File: config.mk
export PLATFORM = sky130hd
export DESIGN_NAME = pudc_driver_flat
export DESIGN_NICKNAME = d
export VERILOG_FILES = /design/src/pudc_pkg.sv /design/src/pudc_if.sv /design/src/pudc_driver.sv /design/src/flat_wrapper.sv
export SDC_FILE = /design/constraint.sdc
export NUM_CORES = 1
export LEC_CHECK = 0
export BUFFER_PORTS_ARGS = -buffer_cell sky130_fd_sc_hd__buf_4
export CAP_MARGIN = 20
export CORE_MARGIN = 3
export CORE_UTILIZATION = 35
export DETAILED_ROUTE_END_ITERATION = 7
export GPL_TIMING_DRIVEN = 1
export SLEW_MARGIN = 20
export SYNTH_ARGS = -nofsm -noshare
export SYNTH_HDL_FRONTEND = slang
export SYNTH_SLANG_ARGS = --single-unit
File: constraint.sdc
create_clock -name clk_i -period 1.3 [get_ports clk_i]
set_clock_uncertainty 0.05 [all_clocks]
set_input_delay 0.13 -clock clk_i [delete_from_list [all_inputs] [get_ports clk_i]]
set_output_delay 0.13 -clock clk_i [all_outputs]
set_load 0.02 [all_outputs]
File: src/pudc_pkg.sv
// pudc_pkg: shared widths, reset values and direction codes for the
// presettable up/down counter and its driving logic.
// assumes both ends run on one 10 MHz clock, clk_i.
package pudc_pkg;

    // ************************************************************
    // widths and values
    // ************************************************************
    localparam int          PUDC_WIDTH      = 4;
    localparam logic [3:0]  PUDC_COUNT_RST  = 4'h0;
    localparam logic [3:0]  PUDC_COUNT_MAX  = 4'hf;
    localparam logic [3:0]  PUDC_COUNT_MIN  = 4'h0;
    localparam logic [3:0]  PUDC_STEP       = 4'h1;
    localparam logic        PUDC_DIR_UP     = 1'b0;
    localparam logic        PUDC_DIR_DOWN   = 1'b1;
    localparam int          PUDC_CLK_HZ     = 10000000;
    // the count clock is the system clock divided by this; even, at least 2
    localparam int          PUDC_CLK_DIV    = 2;

    typedef enum logic [1:0]
    {
        PUDC_ST_IDLE  = 2'b00,
        PUDC_ST_LOAD  = 2'b01,
        PUDC_ST_COUNT = 2'b10
    } pudc_state_t;

endpackage

File: src/pudc_if.sv
// pudc_if: the pins between the counter and the logic that drives it.
// assumes every pin is a plain level sampled on clk_i.
interface pudc_if;
    logic                 count_clock;
    logic                 async_load_n;
    logic                 count_en_n;
    logic                 dir_down;
    logic [3:0]           preset_in;
    logic [3:0]           count_out;
    logic                 terminal_count;
    logic                 ripple_clock_n;

    modport counter
    (
        input  count_clock,
        input  async_load_n,
        input  count_en_n,
        input  dir_down,
        input  preset_in,
        output count_out,
        output terminal_count,
        output ripple_clock_n
    );

    modport driver
    (
        output count_clock,
        output async_load_n,
        output count_en_n,
        output dir_down,
        output preset_in,
        input  count_out,
        input  terminal_count,
        input  ripple_clock_n
    );
endinterface

File: src/pudc_driver.sv
// pudc_driver: driving logic for the counter; makes count_clock by division
// and applies user load, enable and direction requests at safe clock phases.
// assumes one clk_i shared with the counter end.
module pudc_driver
    import pudc_pkg::*;
#(
    parameter int WIDTH = PUDC_WIDTH,
    parameter int DIV   = PUDC_CLK_DIV
)
(
    input  wire logic             clk_i,
    input  wire logic             rst_b_i,
    input  wire logic             load_req_i,
    input  wire logic [WIDTH-1:0] load_val_i,
    input  wire logic             count_en_i,
    input  wire logic             dir_down_i,
    output logic [WIDTH-1:0]      count_o,
    output logic                  terminal_o,
    output logic                  carry_o,
    pudc_if.driver                pins
);

    // ************************************************************
    // count clock divider
    // ************************************************************
    localparam int HALF = DIV / 2;
    logic [15:0]          div_q;
    logic                 cclk_q;
    logic                 en_n_q;
    logic                 dir_q;
    logic                 load_n_q;
    logic [WIDTH-1:0]     preset_q;
    logic                 rc_q;
    pudc_state_t          state_q;

    always_ff @(posedge clk_i or negedge rst_b_i)
    begin
        if (!rst_b_i)
        begin
            div_q  <= 16'h0000;
            cclk_q <= 1'b0;
        end
        else if (div_q == 16'(HALF - 1))
        begin
            div_q  <= 16'h0000;
            cclk_q <= ~cclk_q;
        end
        else
            div_q <= div_q + 16'h0001;
    end

    // ************************************************************
    // enable raised only while the clock is high, lowered at any time; direction moved while disabled or clock high
    // ************************************************************
    always_ff @(posedge clk_i or negedge rst_b_i)
    begin
        if (!rst_b_i)
        begin
            en_n_q <= 1'b1;
            dir_q  <= PUDC_DIR_UP;
        end
        else
        begin
            if (!count_en_i)
            begin
                if (cclk_q)
                    en_n_q <= 1'b1;
            end
            else
                en_n_q <= 1'b0;
            if ((en_n_q || cclk_q) && dir_q != dir_down_i)
                dir_q <= dir_down_i;
        end
    end

    // ************************************************************
    // load sequencing
    // ************************************************************
    always_ff @(posedge clk_i or negedge rst_b_i)
    begin
        if (!rst_b_i)
        begin
            state_q  <= PUDC_ST_IDLE;
            load_n_q <= 1'b1;
            preset_q <= WIDTH'(PUDC_COUNT_RST);
        end
        else
        begin
            case (state_q)
                PUDC_ST_IDLE:
                begin
                    if (load_req_i)
                    begin
                        preset_q <= load_val_i;
                        load_n_q <= 1'b0;
                        state_q  <= PUDC_ST_LOAD;
                    end
                end
                PUDC_ST_LOAD:
                begin
                    load_n_q <= 1'b1;
                    state_q  <= PUDC_ST_COUNT;
                end
                PUDC_ST_COUNT:
                    state_q <= PUDC_ST_IDLE;
                default:
                    state_q <= PUDC_ST_IDLE;
            endcase
        end
    end

    assign pins.count_clock  = cclk_q;
    assign pins.async_load_n = load_n_q;
    assign pins.count_en_n   = en_n_q;
    assign pins.dir_down     = dir_q;
    assign pins.preset_in    = preset_q;

    // ************************************************************
    // returned state, registered; terminal count only sampled
    // ************************************************************
    always_ff @(posedge clk_i or negedge rst_b_i)
    begin
        if (!rst_b_i)
        begin
            count_o    <= WIDTH'(PUDC_COUNT_RST);
            terminal_o <= 1'b0;
            rc_q       <= 1'b1;
            carry_o    <= 1'b0;
        end
        else
        begin
            count_o    <= pins.count_out;
            terminal_o <= pins.terminal_count;
            rc_q       <= pins.ripple_clock_n;
            carry_o    <= rc_q & ~pins.ripple_clock_n;
        end
    end

endmodule

File: src/flat_wrapper.sv
// flat-port wrapper written by rule: the top's interface ports become plain ports
module pudc_driver_flat import pudc_pkg::*;
#(
    parameter int WIDTH = PUDC_WIDTH,
    parameter int DIV   = PUDC_CLK_DIV
)
  (clk_i, rst_b_i, load_req_i, load_val_i, count_en_i, dir_down_i, count_o, terminal_o, carry_o, pins_count_clock, pins_async_load_n, pins_count_en_n, pins_dir_down, pins_preset_in, pins_count_out, pins_terminal_count, pins_ripple_clock_n);
  pudc_if pins_i ();
  input  wire logic clk_i;
  input  wire logic rst_b_i;
  input  wire logic load_req_i;
  input  wire logic [WIDTH-1:0] load_val_i;
  input  wire logic count_en_i;
  input  wire logic dir_down_i;
  output logic [WIDTH-1:0] count_o;
  output logic terminal_o;
  output logic carry_o;
  output wire logic [$bits(pins_i.count_clock)-1:0] pins_count_clock;
  output wire logic [$bits(pins_i.async_load_n)-1:0] pins_async_load_n;
  output wire logic [$bits(pins_i.count_en_n)-1:0] pins_count_en_n;
  output wire logic [$bits(pins_i.dir_down)-1:0] pins_dir_down;
  output wire logic [$bits(pins_i.preset_in)-1:0] pins_preset_in;
  input wire logic [$bits(pins_i.count_out)-1:0] pins_count_out;
  input wire logic [$bits(pins_i.terminal_count)-1:0] pins_terminal_count;
  input wire logic [$bits(pins_i.ripple_clock_n)-1:0] pins_ripple_clock_n;
  assign pins_count_clock = pins_i.count_clock;
  assign pins_async_load_n = pins_i.async_load_n;
  assign pins_count_en_n = pins_i.count_en_n;
  assign pins_dir_down = pins_i.dir_down;
  assign pins_preset_in = pins_i.preset_in;
  assign pins_i.count_out = pins_count_out;
  assign pins_i.terminal_count = pins_terminal_count;
  assign pins_i.ripple_clock_n = pins_ripple_clock_n;
  pudc_driver #(.WIDTH(WIDTH), .DIV(DIV)) u_core (.clk_i(clk_i), .rst_b_i(rst_b_i), .load_req_i(load_req_i), .load_val_i(load_val_i), .count_en_i(count_en_i), .dir_down_i(dir_down_i), .count_o(count_o), .terminal_o(terminal_o), .carry_o(carry_o), .pins(pins_i));
endmodule
---- Word-level counts from Yosys, hierarchy flattened ----
Index checks and enable logic that the tools add are counted.
storage, ports and cells
  register bits ........................... 33
  input port bits ......................... 15
  logic and storage cells ................. 33
operators by class
  add/subtract/negate cells ............... 1
  equal/unequal tests ..................... 3
  multiplexer cells ....................... 7
  bitwise operators ....................... 3
  reduce and logical (&&, ||, !) cells .... 8
operators by type and width
  cell                     number
  $add A16 B1 Y16 const B  1
  $logic_not A16 Y1        1
  $mux W16                 1
  $pmux W2 S2              1
  $reduce_and A2 Y1        2
  $reduce_bool A2 Y1       2
  $mux W1                  3
  $eq A2 B1 Y1 const B     1
  $logic_not A2 Y1         1
  $mux W2                  1
  $ne A2 B2 Y1 const B     1
  $not A1 Y1               2
  $pmux W1 S2              1
  $and A1 B1 Y1            1
  $logic_and A1 B1 Y1      1
  $logic_or A1 B1 Y1       1
  $ne A1 B1 Y1             1

---- Logic depth before layout (Yosys ltp) ----
  depth after elaboration ................. 3
  depth in mapped cells ................... 5
  mapped depth without buffers ............ 5

---- Worst setup path before layout ----
Ideal clock, no wire load.
  kind .................................... register to register
  from .................................... register u_core.div_q[0]
  to ...................................... register u_core.div_q[1]
  setup time .............................. 119 ps
  arrival ................................. 1,182 ps
  data required time ...................... 1,131 ps
  slack ................................... -51 ps
  stages on the path, launching flop included .. 6
  cells stage by stage .................... dfrtp_1 -> inv_1 -> ha_1 -> nor4b_1 -> nand4_1 -> and2_1
between the ends
  word-level cells in the longest chain between the ends .. 2
  elaborated cells between the ends (all ways) .. 3
  those cells by class .................... 1 x add/sub; 1 x mux; 1 x reduce/logical
ends and longest elaborated chain
  element                                               RTL line                              RTL
  from (decl)                                           pudc_driver.sv:27                     logic [15:0] div_q;
  from (signal assigned)                                pudc_driver.sv:49                     div_q <= div_q + 16'h0001;
  $add A16 B1 Y16 or $logic_not A16 Y1 (tied branches)  pudc_driver.sv:49, pudc_driver.sv:43
  $mux W16 (*)                                          pudc_driver.sv:43                     else if (div_q == 16'(HALF - 1))
Every way passes the cells marked *; elsewhere a longest branch is shown, timed or not.
A chain may end at the register's enable or synchronous reset.

---- Worst setup path after layout ----
  from .................................... register u_core.div_q[0]
  to ...................................... register u_core.div_q[10]
The elaborated chain is that of the path after synthesis.

==> run summary <==
Die ar. -> 4590 um^2
Ports -> 29
Register area share after synthesis -> 0.621
Die width -> 67.8 um
PwrDens -> 1220 nW/um^2
DP HPWL -> 1.84 mm
Tcrit/Tclk final -> 1.07
RSZ-0062 raised after global routing -> yes
CTS tree -> done
Via-per-instance ratio -> 4.59
Yosys top cell by area -> dfrtp_1
# fillers -> 293
Routed via count -> 950
Final Max Slew Viols -> 0
Startpoint Class -> register
Final hold viol count -> 0
Adder and majority cell fraction of the synthesized area -> 0.0187
Worst vdd ir -> 480 uV
Maximum clock rate -> 721 MHz
Share of layout cells above drive strength 1 -> 0.472
Slack of the critical path -> -87.5 ps
Worst Hold Class -> in -> reg
Total CTS buffers -> 5
Kind of critical path -> reg -> reg
Number of global-route vias before repair -> 1031
Maximum clock path buffer count -> 2
Avg Cell Area, Syn -> 13.4 um^2
Arr. time, crit path -> 1540 ps
RePlAce Congestion -> 0.786
Area of the core -> 3490 um^2
Outcome -> complete, but fails checks
Multiplexer share of the synthesized area -> 0.0422
Clk slew on worst S/H paths -> 70 ps
Syn_nets -> 117
Grt ovf -> 0
Initial Util -> 0.382
Row cnt -> 21
Hold Path End -> u_core.pins.preset_in[3]
Min Hold Slack -> 32.2 ps
Failing checks -> setup timing
Top-area cell type share of the netlist area -> 0.562
Port buffer count -> 28
Top cells by area, synth -> dfrtp_1 (56%), dfstp_2 (5.9%), xnor2_1 (5.2%)
Commonest cells in the netlist -> dfrtp_1 (30), xnor2_1 (8), xor2_1 (7)
Synth cell types -> 23
Nets -> 177
Warnings from Yosys -> 0
Worst-Margin Slew -> 397 ps
Max Cap Viol -> 0
Worst R2R Path Depth -> 5
Synthesized cell area -> 1340 um^2
Top-count cell post-synth -> dfrtp_1
Worst reg-to-reg setup slack -> -90 ps
Fin cells -> 207
Worst-path maximum fanout -> 4
DRC -> 0
First-pass GRT wire length -> 4.37 mm
DRT Wirelength -> 2.64 mm
Fin crit period -> 1390 ps
Critical R2R Capture -> u_core.div_q[10]
Synth async-reset ratio -> 1.00
Routed len/inst -> 12.7 um
Post-synthesis register bit count -> 33
Area growth, synth to finish -> 49.5%
CP required -> 1460 ps
Sink Count -> 33
H-tree levels -> 2
First drt pass iteration count -> 6
Largest family of logic cells by synthesized area -> simple AND/OR/NAND/NOR gates
# setup viols final -> 7
Initial antenna violation count -> 0
Worst Setup End Kind -> register
Min-Delay Path Depth -> 2
Mapped Cells -> 100
Reg2reg start -> u_core.div_q[0]
P_leak -> 0.980 nW
DIE HEIGHT -> 67.8 um
Clock insertion delay at the later pin of the skew report -> 280 ps
Antenna-violating nets left -> 0
Top_reg_cell synth -> dfrtp_1
Dpl cells -> 189
Drt initial violations -> 44
Hold path start -> load_val_i[3]
EDFF count, synth -> 0
Xor/xnor share of the synthesized area -> 0.0984
Diodes inserted -> 0
Synth Area in Compound Gates -> 0.00562
Gr usage total -> 0.131
Pre-CTS WS -> -139 ps
Slew HR -> 0.735
Largest net degree at the start of global routing -> 34
Simple-gate share of the synthesized area -> 0.192
Root Buffer -> clkbuf_8
==> metal layers <==
layer	up-vias	global-route usage	wire, um	share of wire
met5	-	0	0	0
met4	0	0.0380	0	0
met3	0	0.0499	157	0.060
met2	23	0.237	1360	0.52
met1	463	0.140	1120	0.42
li1	464	-	-	-
==> through the flow <==
stage / TNS [ps] / total power [W] / util / instance area [um^2]
after global placement: -196 / 0.00143 / 0.495 / 1730
final: -262 / 0.00243 / 0.571 / 2000
after CTS: -184 / 0.00245 / 0.558 / 1950
after floorplan: -20.0 / 0.00128 / - / 1340
after global routing: -1260 / 0.00255 / 0.571 / 2000
after detailed placement: -485 / 0.00144 / 0.495 / 1730
==> state kept, by name, indices dropped and copies added (netlist names), 2 cells and up <==
register               count
u_core.pins.preset_in      4
u_core.div_q              16
u_core.state_q             2
u_core.count_o             4
==> layout by cell type, fill, tap and decap left out, types with 2 or more instances in the layout <==
cell type and instances:
and4_1 2, buf_4 47, clkbuf_8 6, dfrtp_1 28, dfrtp_2 2, dfstp_2 3
dlygate4sd3_1 8, ha_2 2, inv_1 5, mux2_4 4, nand2_1 4, nand3_1 3
nand4_1 5, nor2_1 5, nor2b_1 2, nor3_1 4, nor4_2 4, xnor2_1 8
xor2_1 7
==> logic make-up after synthesis <==
kind of cell | Yosys count
compound gates | 1
xor+xnor | 15
fa+ha+maj | 2
buf+inv | 7
flops | 33
mux | 5
simple gates | 37
==> cell type report <==
type                    instances  area (um^2)  area share
clock buffers                   7         86.3      0.0433
clock inverters                 1         30.0      0.0150
inverters                       5         18.8     0.00940
multi-input cells              60          538       0.270
flip-flops and latches         33          832       0.417
well taps                      46         57.6      0.0288
repair buffers                 55          433       0.217
==> what timing repair did <==
item | in CTS | in global routing
buffers inserted | 0 | 2
hold endpoints to repair | 38 | 0
hold buffers | 8 | 0
cloned | 0 | 0
endpoints found under the setup margin | 7 | 16
pin swaps | 3 | 7
gates resized for setup | 3 | 9
==> power by group <==
group	leakage, nW	switching [W]	total, W	internal (W)
logic	0.505	0.000148	0.000326	0.000178
registers	0.416	0.0000321	0.00113	0.00110
clock network	0.0585	0.000345	0.000969	0.000624
total	0.980	0.000525	0.00243	0.00190
==> how the worst max path moves through the flow <==
stage                                start                to  slack (ps)  cells past startpoint
after floorplan            u_core.div_q[0]  u_core.div_q[14]         -20                      4
after global routing       u_core.div_q[0]  u_core.div_q[10]        -220                      5
after global placement    u_core.div_q[11]   u_core.div_q[1]         -80                      4
after detailed placement  u_core.div_q[11]   u_core.div_q[1]        -140                      4
after CTS                  u_core.div_q[0]  u_core.div_q[12]         -70                      4
final                      u_core.div_q[0]  u_core.div_q[10]         -90                      5
==> worst max-delay path, stage by stage (launching register included) <==
cell     delay (ps)
dfrtp_1         400
ha_2            200
nand4_1         150
buf_4           200
nor3_4          160
xor2_1          160
No activity file was read; power rests on OpenSTA's default activity.
